$ cat src/inc/scm_pkg.sv
// Package with constants and types for the system clock and mode control block.
package scm_pkg;
   // Register byte addresses.
   localparam logic [11:0] SCM_MODE_ADDR   = 12'h000;
   localparam logic [11:0] SCM_CTRL_ADDR   = 12'h004;
   localparam logic [11:0] SCM_TBASE_ADDR  = 12'h008;
   localparam logic [11:0] SCM_CMD_ADDR    = 12'h00c;
   localparam logic [11:0] SCM_STAT_ADDR   = 12'h010;
   // Mode register fields.
   localparam int SCM_HL_BIT     = 0;
   localparam int SCM_IDLE_ENABLE_BIT  = 1;
   localparam int SCM_HRDY_BIT   = 2;
   localparam int SCM_FST_BIT    = 4;
   localparam int SCM_CKS_LSB    = 5;
   localparam int SCM_CKS_W      = 3;
   localparam logic [SCM_CKS_W-1:0] SCM_CKS_RST = 3'h6;
   localparam logic               SCM_IDLE_ENABLE_RST = 1'h1;
   localparam logic               SCM_HL_RST    = 1'h0;
   localparam logic               SCM_FST_RST   = 1'h0;
   // Control register fields.
   localparam int SCM_KEEP_BIT   = 7;
   // Time base register fields.
   localparam int SCM_SLOW_XTAL_POWER_SETTING_BIT  = 0;
   localparam int SCM_TBSEL_BIT  = 1;
   // Command register fields.
   localparam int SCM_HALT_BIT   = 0;
   localparam int SCM_WAKE_BIT   = 1;
   // Ready count of fast oscillator cycles.
   localparam int SCM_HRDY_CYCLES = 1024;
   localparam int SCM_HRDY_W      = 11;
   // Fast divider width for ratios up to 64.
   localparam int SCM_DIV_W       = 6;
   typedef enum logic [2:0] {
      SCM_NORMAL, SCM_SLOW, SCM_IDLE_STOP, SCM_IDLE_RUN, SCM_DEEP_SLEEP, SCM_LIGHT_SLEEP
   } scm_mode_t;
endpackage : scm_pkg

$ cat src/hdl/scm_clock_control.sv
// System clock source selection and operating mode clock gating.
//
// Behaviour
// - System clock from fast or slow source.
// - Fast clock divided by two to sixty-four.
// - Slow source is RC or crystal strap.
// - Fast oscillator stops when running slow.
// - Slow clock may bridge wake-up.
// - Time base clock: slow or system/4.
// - Slow clock routed to peripheral timers.
// - Crystal pins are oscillator or general I/O.
// - Power bit: 0 quick start, 1 low power.
// - Power bit clears to zero at reset.
// - Crystal runs in both power settings.
// - Running modes clock CPU, slow on.
// - Sleep modes stop CPU, gate clocks.
// - Divider field encodes slow and ratios.
// - Select bit one picks undivided fast.
// - Halt with idle picks idle flavour.
// - Ready flag after 1024 oscillator cycles.
//
// Decided for this implementation: the APB register port and the register offsets.
`timescale 1ns/10ps
`default_nettype none
module scm_clock_control
   import scm_pkg::*;
#(
   parameter int HRDY_CYCLES = SCM_HRDY_CYCLES
)
(
   // APB slave.
   input  wire logic        pclk,
   input  wire logic        presetn,
   input  wire logic        psel,
   input  wire logic        penable,
   input  wire logic        pwrite,
   input  wire logic [11:0] paddr,
   input  wire logic [31:0] pwdata,
   output logic      [31:0] prdata,
   output logic             pready,
   output logic             pslverr,
   // Configuration straps.
   input  wire logic        cfg_slow_from_xtal,
   input  wire logic        cfg_xtal_pins_osc,
   // Oscillator ticks, one pin each, from outside the clock domain.
   input  wire logic        fast_osc_tick,
   input  wire logic        slow_osc_tick,
   // CPU halt and wake events from the core, same domain.
   input  wire logic        halt_req,
   input  wire logic        wake_req,
   // Oscillator controls.
   output logic             fast_osc_enable,
   output logic             slow_rc_enable,
   output logic             slow_xtal_enable,
   output logic             slow_xtal_power_setting,
   output logic             slow_xtal_pins_gpio,
   // Clock enables.
   output logic             cpu_clk_en,
   output logic             sys_clk_en,
   output logic             sub_clk_en,
   output logic             tbase_clk_en,
   output logic             periph_sub_clk_en,
   output logic             fast_periph_clk_en
);
   if (HRDY_CYCLES < 1 || HRDY_CYCLES >= (1 << SCM_HRDY_W))
   begin : g_bad_ready_count
      $error("HRDY_CYCLES out of range");
   end

   // Software state.
   logic [SCM_CKS_W-1:0] clock_divider_select;
   logic                 high_low_clock_select;
   logic                 idle_enable;
   logic                 fast_wake_enable;
   logic                 idle_sysclk_keep;
   logic                 tbase_sel_sys;
   scm_mode_t            mode;
   logic                 wake_bridge;
   logic                 fast_osc_ready_flag;
   logic [SCM_HRDY_W-1:0] ready_count;
   logic [SCM_DIV_W-1:0] div_count;
   logic [1:0]           tb_count;
   logic [1:0]           fast_sync;
   logic [1:0]           slow_sync;
   logic                 fast_prev;
   logic                 slow_prev;
   logic                 slow_is_xtal;
   logic                 pins_osc;
   logic                 straps_taken;

   // Two flip-flop synchronisers; edges are found after the second stage.
   always_ff @(posedge pclk or negedge presetn)
   begin
      if (!presetn)
      begin
         fast_sync <= 2'h0;
         slow_sync <= 2'h0;
         fast_prev <= 1'b0;
         slow_prev <= 1'b0;
      end
      else
      begin
         fast_sync <= {fast_sync[0], fast_osc_tick};
         slow_sync <= {slow_sync[0], slow_osc_tick};
         fast_prev <= fast_sync[1];
         slow_prev <= slow_sync[1];
      end
   end
   wire fast_edge = fast_sync[1] & ~fast_prev & fast_osc_enable;
   wire slow_edge = slow_sync[1] & ~slow_prev;

   // Straps are caught on the first clock after reset release.
   always_ff @(posedge pclk or negedge presetn)
   begin
      if (!presetn)
      begin
         straps_taken <= 1'b0;
         slow_is_xtal <= 1'b0;
         pins_osc     <= 1'b0;
      end
      else if (!straps_taken)
      begin
         straps_taken <= 1'b1;
         slow_is_xtal <= cfg_slow_from_xtal;
         pins_osc     <= cfg_xtal_pins_osc | cfg_slow_from_xtal;
      end
   end

   // APB decode.
   wire       wr_en     = psel & penable & pwrite;
   wire       hit_mode  = paddr == SCM_MODE_ADDR;
   wire       hit_ctrl  = paddr == SCM_CTRL_ADDR;
   wire       hit_tbase = paddr == SCM_TBASE_ADDR;
   wire       hit_cmd   = paddr == SCM_CMD_ADDR;
   wire       hit_stat  = paddr == SCM_STAT_ADDR;
   wire       mapped    = hit_mode | hit_ctrl | hit_tbase | hit_cmd | hit_stat;
   wire       sw_halt   = wr_en & hit_cmd & pwdata[SCM_HALT_BIT];
   wire       sw_wake   = wr_en & hit_cmd & pwdata[SCM_WAKE_BIT];
   wire       do_halt   = halt_req | sw_halt;
   wire       do_wake   = wake_req | sw_wake;
   wire       running   = (mode == SCM_NORMAL) | (mode == SCM_SLOW);

   logic [31:0] rd_word;
   always_comb
   begin
      rd_word = 32'h0;
      if (hit_mode)
      begin
         rd_word[SCM_CKS_LSB +: SCM_CKS_W] = clock_divider_select;
         rd_word[SCM_FST_BIT]   = fast_wake_enable;
         rd_word[SCM_HRDY_BIT]  = fast_osc_ready_flag;
         rd_word[SCM_IDLE_ENABLE_BIT] = idle_enable;
         rd_word[SCM_HL_BIT]    = high_low_clock_select;
      end
      else if (hit_ctrl)
      begin
         rd_word[SCM_KEEP_BIT] = idle_sysclk_keep;
      end
      else if (hit_tbase)
      begin
         rd_word[SCM_SLOW_XTAL_POWER_SETTING_BIT] = slow_xtal_power_setting;
         rd_word[SCM_TBSEL_BIT] = tbase_sel_sys;
      end
      else if (hit_stat)
      begin
         rd_word[2:0] = mode;
      end
   end

   // Register file; pready answers in the first access cycle.
   always_ff @(posedge pclk or negedge presetn)
   begin
      if (!presetn)
      begin
         clock_divider_select    <= SCM_CKS_RST;
         high_low_clock_select   <= SCM_HL_RST;
         idle_enable             <= SCM_IDLE_ENABLE_RST;
         fast_wake_enable        <= SCM_FST_RST;
         idle_sysclk_keep        <= 1'b0;
         tbase_sel_sys           <= 1'b0;
         slow_xtal_power_setting <= 1'b0;
         prdata                  <= 32'h0;
         pready                  <= 1'b0;
         pslverr                 <= 1'b0;
      end
      else
      begin
         pready  <= psel & ~penable;
         pslverr <= psel & ~penable & ~mapped;
         if (psel & ~penable & ~pwrite)
         begin
            prdata <= rd_word;
         end
         if (wr_en & pready & hit_mode)
         begin
            clock_divider_select  <= pwdata[SCM_CKS_LSB +: SCM_CKS_W];
            high_low_clock_select <= pwdata[SCM_HL_BIT];
            idle_enable           <= pwdata[SCM_IDLE_ENABLE_BIT];
            fast_wake_enable      <= pwdata[SCM_FST_BIT];
         end
         if (wr_en & pready & hit_ctrl)
         begin
            idle_sysclk_keep <= pwdata[SCM_KEEP_BIT];
         end
         if (wr_en & pready & hit_tbase)
         begin
            // The crystal keeps running either way; only start-up current differs.
            slow_xtal_power_setting <= pwdata[SCM_SLOW_XTAL_POWER_SETTING_BIT];
            tbase_sel_sys           <= pwdata[SCM_TBSEL_BIT];
         end
      end
   end

   // Source selection.
   wire want_fast  = high_low_clock_select |
                     (clock_divider_select > 3'h1);
   wire sel_slow   = ~want_fast | wake_bridge;

   // Fast divider: ratio 2^(8 - field) for fields 2..7, undivided when select is 1.
   logic [SCM_DIV_W-1:0] div_mask;
   always_comb
   begin
      case (clock_divider_select)
         3'h2:    div_mask = 6'h3f;
         3'h3:    div_mask = 6'h1f;
         3'h4:    div_mask = 6'h0f;
         3'h5:    div_mask = 6'h07;
         3'h6:    div_mask = 6'h03;
         default: div_mask = 6'h01;
      endcase
   end
   wire fast_div_en = high_low_clock_select ? fast_edge :
                      fast_edge & ((div_count & div_mask) == div_mask);
   always_ff @(posedge pclk or negedge presetn)
   begin
      if (!presetn)
      begin
         div_count <= 6'h0;
      end
      else if (fast_edge)
      begin
         div_count <= div_count + 6'h1;
      end
   end

   logic sys_tick;
   logic on_slow;
   scm_glitch_mux u_mux
   (
      .pclk    (pclk),
      .presetn (presetn),
      .en_a    (fast_div_en),
      .en_b    (slow_edge),
      .pick_b  (sel_slow),
      .en_out  (sys_tick),
      .on_b    (on_slow)
   );

   // Mode sequencing.
   always_ff @(posedge pclk or negedge presetn)
   begin
      if (!presetn)
      begin
         mode        <= SCM_NORMAL;
         wake_bridge <= 1'b0;
      end
      else
      begin
         if (running & do_halt)
         begin
            if (idle_enable)
            begin
               mode <= idle_sysclk_keep ? SCM_IDLE_RUN : SCM_IDLE_STOP;
            end
            else
            begin
               mode <= SCM_LIGHT_SLEEP;
            end
         end
         else if (!running & do_wake)
         begin
            mode        <= want_fast ? SCM_NORMAL : SCM_SLOW;
            wake_bridge <= want_fast & fast_wake_enable;
         end
         else if (running)
         begin
            mode <= sel_slow & on_slow & ~wake_bridge ? SCM_SLOW : SCM_NORMAL;
            if (fast_osc_ready_flag)
            begin
               wake_bridge <= 1'b0;
            end
         end
      end
   end

   // Fast oscillator runs unless the slow source is chosen or the CPU is halted; in idle-run it stays on for a fast source.
   wire fast_needed = running ? (want_fast | ~on_slow) : (mode == SCM_IDLE_RUN & want_fast);
   always_ff @(posedge pclk or negedge presetn)
   begin
      if (!presetn)
      begin
         fast_osc_enable     <= 1'b1;
         ready_count         <= '0;
         fast_osc_ready_flag <= 1'b0;
      end
      else
      begin
         fast_osc_enable <= fast_needed;
         if (!fast_osc_enable)
         begin
            ready_count         <= '0;
            fast_osc_ready_flag <= 1'b0;
         end
         else if (fast_edge & ~fast_osc_ready_flag)
         begin
            if (ready_count == SCM_HRDY_W'(HRDY_CYCLES - 1))
            begin
               fast_osc_ready_flag <= 1'b1;
            end
            ready_count <= ready_count + SCM_HRDY_W'(1);
         end
      end
   end
   // Time base divide by four of the system clock.
   always_ff @(posedge pclk or negedge presetn)
   begin
      if (!presetn)
      begin
         tb_count <= 2'h0;
      end
      else if (sys_tick)
      begin
         tb_count <= tb_count + 2'h1;
      end
   end

   wire sub_on   = mode != SCM_DEEP_SLEEP;
   wire sys_on   = running | (mode == SCM_IDLE_RUN);
   wire sys_q    = sys_tick & sys_on;
   wire tb_q     = tbase_sel_sys ? (sys_q & (tb_count == 2'h3)) : (slow_edge & sub_on);

   always_ff @(posedge pclk or negedge presetn)
   begin
      if (!presetn)
      begin
         cpu_clk_en          <= 1'b0;
         sys_clk_en          <= 1'b0;
         sub_clk_en          <= 1'b0;
         tbase_clk_en        <= 1'b0;
         periph_sub_clk_en   <= 1'b0;
         fast_periph_clk_en  <= 1'b0;
         slow_rc_enable      <= 1'b1;
         slow_xtal_enable    <= 1'b0;
         slow_xtal_pins_gpio <= 1'b1;
      end
      else
      begin
         cpu_clk_en          <= sys_tick & running;
         sys_clk_en          <= sys_q;
         sub_clk_en          <= slow_edge & sub_on;
         tbase_clk_en        <= tb_q;
         periph_sub_clk_en   <= slow_edge & sub_on;
         // Gated by the next enable too, so no pulse escapes as the oscillator stops.
         fast_periph_clk_en  <= fast_edge & ~on_slow & fast_needed;
         slow_rc_enable      <= ~slow_is_xtal & sub_on;
         slow_xtal_enable    <= slow_is_xtal & sub_on;
         slow_xtal_pins_gpio <= ~pins_osc;
      end
   end
endmodule : scm_clock_control
`default_nettype wire

$ cat src/hdl/scm_glitch_mux.sv
// Glitch-free two-input clock enable selector.
`timescale 1ns/10ps
`default_nettype none
module scm_glitch_mux
(
   // Clock and reset.
   input  wire logic pclk,
   input  wire logic presetn,
   // Candidate enables and choice.
   input  wire logic en_a,
   input  wire logic en_b,
   input  wire logic pick_b,
   // Selected enable and which source is in use.
   output logic      en_out,
   output logic      on_b
);
   logic use_a;
   logic use_b;
   // Change only on a boundary of the running source, so no phase is cut short.
   wire  a_bound  = en_a;
   wire  b_bound  = en_b;
   wire  next_a   = ~pick_b & ~use_b & (use_a | a_bound);
   wire  next_b   = pick_b & ~use_a & (use_b | b_bound);
   always_ff @(posedge pclk or negedge presetn)
   begin
      if (!presetn)
      begin
         use_a <= 1'b1;
         use_b <= 1'b0;
      end
      else
      begin
         if (use_a ? (a_bound | ~pick_b) : 1'b1)
         begin
            use_a <= use_a ? ~(pick_b & a_bound) & 1'b1 | (~pick_b) : next_a;
         end
         if (use_b ? (b_bound | pick_b) : 1'b1)
         begin
            use_b <= use_b ? ~(~pick_b & b_bound) | pick_b : next_b;
         end
      end
   end
   assign en_out = (use_a & en_a) | (use_b & en_b);
   assign on_b   = use_b;
endmodule : scm_glitch_mux
`default_nettype wire

$ cat config.mk
export PLATFORM = sky130hd
export DESIGN_NAME = scm_clock_control
export DESIGN_NICKNAME = d
export VERILOG_FILES = /design/src/inc/scm_pkg.sv /design/src/hdl/scm_clock_control.sv /design/src/hdl/scm_glitch_mux.sv
export SDC_FILE = /design/constraint.sdc
export NUM_CORES = 1
export LEC_CHECK = 0
export BUFFER_PORTS_ARGS = -buffer_cell sky130_fd_sc_hd__buf_2
export CAP_MARGIN = 0
export CORE_UTILIZATION = 25
export CTS_BUF_LIST = sky130_fd_sc_hd__clkbuf_8 sky130_fd_sc_hd__clkbuf_16
export CTS_CLUSTER_SIZE = 25
export DETAILED_ROUTE_END_ITERATION = 8
export GPL_ROUTABILITY_DRIVEN = 0
export HOLD_SLACK_MARGIN = 0.1
export SLEW_MARGIN = 0
export SYNTH_ARGS = -nofsm -noshare
export SYNTH_HDL_FRONTEND = slang
export SYNTH_SLANG_ARGS = --single-unit
$ cat constraint.sdc
create_clock -name pclk -period 1.9 [get_ports pclk]
set_clock_uncertainty 0.15 [all_clocks]
set_input_delay 0.38 -clock pclk [delete_from_list [all_inputs] [get_ports pclk]]
set_output_delay 0.38 -clock pclk [all_outputs]
set_load 0.03 [all_outputs]
==> results of run 1 <==
worst reg2reg max path: stages (launching register included):
cell,delay [ns]
dfrtp_1,0.40
and2_1,0.19
o221ai_1,0.21
o221ai_2,0.17
a41oi_2,0.23
mux2_2,0.35
cells in the mapped netlist (all sizes together), types with 2 or more instances:
library cell / number
nor2: 16
nor3b: 2
xnor2: 12
nand2: 19
nor3: 7
nand4: 13
ha: 3
a31oi: 3
a21oi: 8
o21ai: 5
o21a: 3
nand3: 7
nor2b: 4
a22o: 4
nand2b: 3
conb: 2
and2: 11
nor4: 5
and4: 2
mux2: 12
mux2i: 4
buf: 28
inv: 5
o211ai: 2
or3b: 2
xor2: 3
dfstp: 7
clkbuf: 4
o221ai: 3
and3: 3
dfrtp: 55
final timing paths:
check,from,end,slack [ns]
max,div_count[1]$_DFFE_PN0P_,tb_count[1]$_DFFE_PN0P_,0.10
min,pwdata[4],fast_wake_enable$_DFFE_PN0P_,0.13
max reg2reg,div_count[1]$_DFFE_PN0P_,tb_count[1]$_DFFE_PN0P_,0.10
min reg2reg,fast_sync[0]$_DFF_PN0_,fast_sync[1]$_DFF_PN0_,0.20
max in group asynchronous,presetn,clock_divider_select[1]$_DFFE_PN1P_,0.84
min in group asynchronous,presetn,ready_count[6]$_DFFE_PN0P_,0.45
power by group through the flow:
| stage | clock, uW | combinational (uW) | sequential, uW |
|---|---|---|---|
| after floorplan | 0 | 235 | 1490 |
| after global placement | 0 | 355 | 1460 |
| after detailed placement | 0 | 366 | 1470 |
| after CTS | 1670 | 373 | 1440 |
| after global routing | 1740 | 412 | 1450 |
| final | 1630 | 367 | 1440 |
layout make-up:
type                    count  area, sq um  area share [%]
clock buffers              11          253            6.59
clock inverters             5         48.8            1.27
inverters                   5         18.8           0.490
multi-input cells         195         1290            33.7
flip-flops and latches     62         1560            40.7
well taps                 143          179            4.67
repair buffers             77          480            12.5
sequential cells by signal (all words and copies together) (netlist names), 2 cells and up:
signal	cells
fast_sync	2
slow_sync	2
mode	3
tb_count	2
prdata	7
div_count	6
ready_count	11
clock_divider_select	3
kinds of logic (layout without fill, tap and decap cells):
| kind of cell | after synthesis | count (layout) | synth area share, % |
|---|---|---|---|
| AND/OR/NAND/NOR | 99 | 99 | 19.1 |
| flip-flops | 62 | 62 | 52.2 |
| buffers and inverters | 37 | 98 | 8.00 |
| AO/OA/AOI/OAI | 36 | 36 | 8.88 |
| multiplexers | 16 | 16 | 5.87 |
| XOR/XNOR | 15 | 15 | 4.40 |
| adder cells (fa/ha/maj) | 3 | 3 | 1.26 |
| other | 2 | 26 | 0.251 |
per-stage QoR:
step | util [%] | worst slack, ns | total power, uW | TNS [ns] | hold WS [ns]
floorplan | - | 0.0426 | 1720 | 0 | -0.0656
global placement | 30.2 | -0.123 | 1820 | -0.764 | 0.187
detailed placement | 30.2 | -0.131 | 1830 | -0.888 | 0.191
CTS | 33.2 | 0.000115 | 3480 | 0 | 0.124
global route | 33.3 | 0.00941 | 3610 | 0 | 0.131
finish | 33.3 | 0.100 | 3440 | 0 | 0.134
per-layer routing:
metal  GRT usage (%)  up-vias
met5               0        -
met4            4.59        0
met3            4.16        7
met2            17.9       48
met1            12.4     1048
li1                -     1068
what timing repair did:
item                       CTS  global route
setup buffers                0             0
pin swaps                    0             3
resized for setup            1             2
hold endpoints to repair    58             0
hold buffers                 4             0
setup endpoints to repair    1             6
==> qor.yml, run 1 <==
outcome: "finished, violations left"
violations: "DRC"
final_cell_mix: "55 x dfrtp_1, 48 x buf_2, 26 x conb_1"
ys_warn_count: 0
cp_num_cells: 5
cp_top_family: "compound AO/OA/AOI/OAI gates"
crit_path_top_delay_cell: "dfrtp_1"
endpoint_kind: "register"
firstDrtPassIters: 6
placed_cells: 478
cts_buffers: 9
die_w_um: 111
grt_max_degree: 63
drc: 13
antenna_cells: 0
avgSynthCellArea_sq_um: 11.1
slew_viol_final: 0
reg2regPathDepth: 5
topRoutingLayerUsed: "met4"
async_reset_ff_share_pct: 100
synthTopCellsByArea: "dfrtp_1 46%, buf_4 6.5%, dfstp_2 6.2%, mux2_2 4.5%, xnor2_1 3.5%"
timing.final.crit_share_pct: 94.7
syn_area_sq_um: 2990
ir_worst_vdd_mv: 0.543
ys_seq_area_share_pct: 52.2
wl_um: 6210
switching_share_pct: 24.4
synth.distinct_cells: 50
fin_area_sq_um: 3830
fin_crit_ns: 1.80
final_cells: 498
vias: 2171
seq_power_share_pct: 42.0
mostFrequentLayoutCell: "dfrtp_1"
die_area_sq_um: 12400
synth_top_area_share_pct: 46.1
coreArea_sq_um: 11500
num-fill-cells: 1188
power.net_switching_uw: 837
synth_flop_cell: "dfrtp_1"
netlist_instances: 270
synth_edf_count: 0
yosysTopAreaCell: "dfrtp_1"
clkPwrFrac_pct: 47.3
clock_tree.root_cell: "clkbuf_16"
pin_count: 100
cts.sinks: 62
clk_latency_ns: 0.33
start_util_pct: 25.9
ant_nets: 0
p_per_area_nw_per_um2: 897
postPlaceCellArea_sq_um: 3480
routedWlPerCell_um: 12.5
drt_iter0_markers: 105
intPower_uw: 2600
grt_setup_unrepaired: "false"
power_frac_comb_pct: 10.7
layout-drive-gt1-share_pct: 33.2
path_clk_slew_ns: 0.05
numPortBuffers: 48
wl_met1_um: 2750
worst_pin_slew_ns: 0.701
met3WireLength_um: 304
die_h_um: 111
min_path_cells: 2
wl_met2_um: 3060
area.growth.synth_to_final_pct: 28.4
grt_overflow: 0
path_class: "register to register"
grt_usage_pct: 10.8
rows: 39
dp_hpwl_um: 4460
cts_tree: "yes"
max_freq_ghz: 0.556
hp-class: "primary input to register"
path_cells: "and2_1, o221ai_1, o221ai_2, a41oi_2, mux2_2"
relSlewSlack_pct: 52.9
p_leak_uw: 0.00182
setup_viol_count_final: 0
via_per_inst: 4.36
cp-start-kind: "register"
hold_viol_final: 0
path_max_fanout: 4
grt_pass1_vias: 2169
crit_required_ns: 1.96
clockBufferDepth: 2
cap_violations: 0
grt_pass1_wl_um: 10400
cpPeakStageDelay_ns: 0.40
layout.nets: 408
ys_seq_elements: 62
antenna_found_initial: 0
cts_htree_levels: 3
cp.arrival_ns: 1.86
path_buf_inv: 0
(Power assumes the default switching activity.)
==> inputs of run 2 (changes only) <==
- REMOVE_ABC_BUFFERS: not set -> 1
==> run 2 against run 1 <==
  * The flow still finishes with violations (DRC)
  * Flip-flop and latch count did not move
  * Design area rose by 1.9%
  * Combinational power barely moved
  * Non-clock buffer count rose by 5
  * Global-route usage rose by 0.058 points
  * Sequential share of layout area fell by 0.74 points
  * Count of clock-buffer cells in the layout did not move
  * Critical path depth fell by 3
  * Sequential power barely moved
  * Register-to-register slack improved by 0.02 ns
  * Power rose by 4.2%
  * Critical path type is now register to primary output
==> qor.yml, run 2 (synthesized netlist as in run 1, its figures left out) <==
outcome: "finished, violations left"
violations: "DRC"
holdPathEnd: "clock_divider_select[1]$_DFFE_PN1P_"
drc: 14  # +1
worst_pin_slew_ns: 0.739  # +0.0382 ns
drt_iter0_markers: 95  # -9.5%
hold_viol_final: 0  # unchanged
final_core_utilization_pct: 33.9  # +0.62 points
slew_viol_final: 0  # unchanged
coreArea_sq_um: 11500  # unchanged
top_register: "ready_count"
antenna_found_initial: 0  # unchanged
busiest_layer: "met2"
numPortBuffers: 48  # unchanged
mostFrequentLayoutCell: "dfrtp_1"
ant_nets: 0  # unchanged
reg2reg_slack_ns: 0.12  # +0.02 ns
grtUsageMet3_pct: 4.43  # +0.27 points
clockBufferDepth: 2  # unchanged
met1_usage_pct: 14.4  # +2.0 points
dp_hpwl_um: 4380  # -1.8%
min_path_cells: 2  # unchanged
p_total_uw: 3590  # +4.2%
grt_pass1_wl_um: 10600  # +1.7%
rr_startpoint: "div_count[1]$_DFFE_PN0P_"
start_util_pct: 25.9  # unchanged
worst_slack_ns: 0.102  # +0.00148 ns
final_cell_mix: "55 x dfrtp_1, 48 x buf_2, 29 x buf_4"
path_max_fanout: 14  # +10
final_cells: 503  # +1.0%
crit_start: "fast_osc_enable$_DFF_PN1_"
rows: 39  # unchanged
max_freq_ghz: 0.556  # about the same
ir_worst_vdd_mv: 0.672  # +24%
p_leak_uw: 0.00186  # +1.9%
placed_cells: 482  # +0.84%
grt_max_degree: 63  # unchanged
cp.arrival_ns: 1.27  # -0.59 ns
die_w_um: 111  # unchanged
layout-drive-gt1-share_pct: 34.7  # +1.5 points
cp-start-kind: "register"
die_area_sq_um: 12400  # unchanged
cts_tree: "yes"
holdCritStartpoint: "pwdata[6]"
fin_crit_ns: 1.80  # -0.00148 ns
die_h_um: 111  # unchanged
layout.nets: 413  # +1.2%
area.growth.synth_to_final_pct: 30.8
setup_viol_count_final: 0  # unchanged
largest_reg_flops: 11  # unchanged
grt_usage_pct: 10.8  # +0.058 points
top_regs: "ready_count x11, prdata x7, div_count x6"
cts.sinks: 62  # unchanged
timing.rr.end: "tb_count[1]$_DFFE_PN0P_"
timing.final.crit_share_pct: 94.6  # about the same
antenna_cells: 0  # unchanged
p_per_area_nw_per_um2: 918  # +2.3%
cts_htree_levels: 3  # unchanged
clk_latency_ns: 0.33  # about the same
reg2regPathDepth: 5  # unchanged
clock_tree.root_cell: "clkbuf_16"
grt_overflow: 0  # unchanged
crit_required_ns: 1.37  # -0.59 ns
use_met2_pct: 15.8  # -2.2 points
hp-class: "primary input to register"
num-fill-cells: 1174  # -1.2%
cap_violations: 0  # unchanged
path_class: "register to primary output"
holdWs_ns: 0.137  # +0.00251 ns
cts_buffers: 9  # unchanged
grt_pass1_vias: 2180  # +0.51%
firstDrtPassIters: 6  # unchanged
path_clk_slew_ns: 0.06  # about the same
wl_um: 6150  # -1.0%
pin_count: 100  # unchanged
pre_cts_ws_ns: -0.190  # -0.0584 ns
endpoint_kind: "primary output"
vias: 2240  # +3.2%
routedWlPerCell_um: 12.2  # -2.0%
relSlewSlack_pct: 50.4  # -2.6 points
via_per_inst: 4.45  # +2.2%
-- run 2: changes by cell type in the layout (fill, tap and decap cells not counted) --
cell       previous run  this run
bufinv_16             1         2
o221ai_1              2         1
nor2b_2               0         1
o221ai_2              1         2
buf_4                24        29
clkinv_2              3         2
nor2b_1               4         3
-- run 2: how the worst max path moves through the flow --
stage | end | slack, ns | depth (start not counted)
finish | fast_osc_enable | 0.10 | 2
global route | sys_clk_en$_DFF_PN0_ | -0.003 | 6
CTS | ready_count[10]$_DFFE_PN0P_ | 0.03 | 5
detailed placement | prdata[2]$_DFFE_PN0P_ | -0.19 | 8
global placement | prdata[2]$_DFFE_PN0P_ | -0.14 | 8
floorplan | tb_count[1]$_DFFE_PN0P_ | -0.07 | 5
-- run 2: through the flow --
step	setup TNS (ns)	cell area, sq um
global route	-0.00315	3910
CTS	0	3880
finish	0	3910
detailed placement	-1.32	3510
floorplan	-0.0666	2860
global placement	-0.975	3510
-- run 2: worst max-delay path, cell delays in order, from the launching register on --
cell	delay, ns
dfstp_2	0.52
buf_4	0.18
buf_2	0.23
-- run 2: what timing repair did --
item | in CTS | in global routing
setup buffers | 0 | 1
endpoints found under the setup margin | 1 | 8
cloned | 0 | 0
pin swaps | 0 | 3
hold buffers | 4 | 0
gates resized for setup | 1 | 4
endpoints found under the hold margin | 58 | 0
-- run 2: report_power, final --
part / internal (uW) / switching [uW]
logic: 138 / 231
clock network: 1210 / 562
registers: 1390 / 52.4
-- run 2: routing by layer --
layer	share of wire, %	vias to the layer above	wire, um
li1	-	1081	-
met1	48	1071	2980
met2	43	77	2620
met3	7.1	11	436
met4	1.8	0	112
met5	0	-	0
-- run 2: final cells by class --
type                            instances  area [sq um]  area share (%)
Clock buffer                           11           253            6.47
Clock inverter                          5          73.8            1.89
Inverter                                5          18.8           0.481
Multi-Input combinational cell        195          1300            33.4
Sequential cell                        62          1560            40.0
Tap cell                              143           179            4.58
Timing Repair Buffer                   82           518            13.3
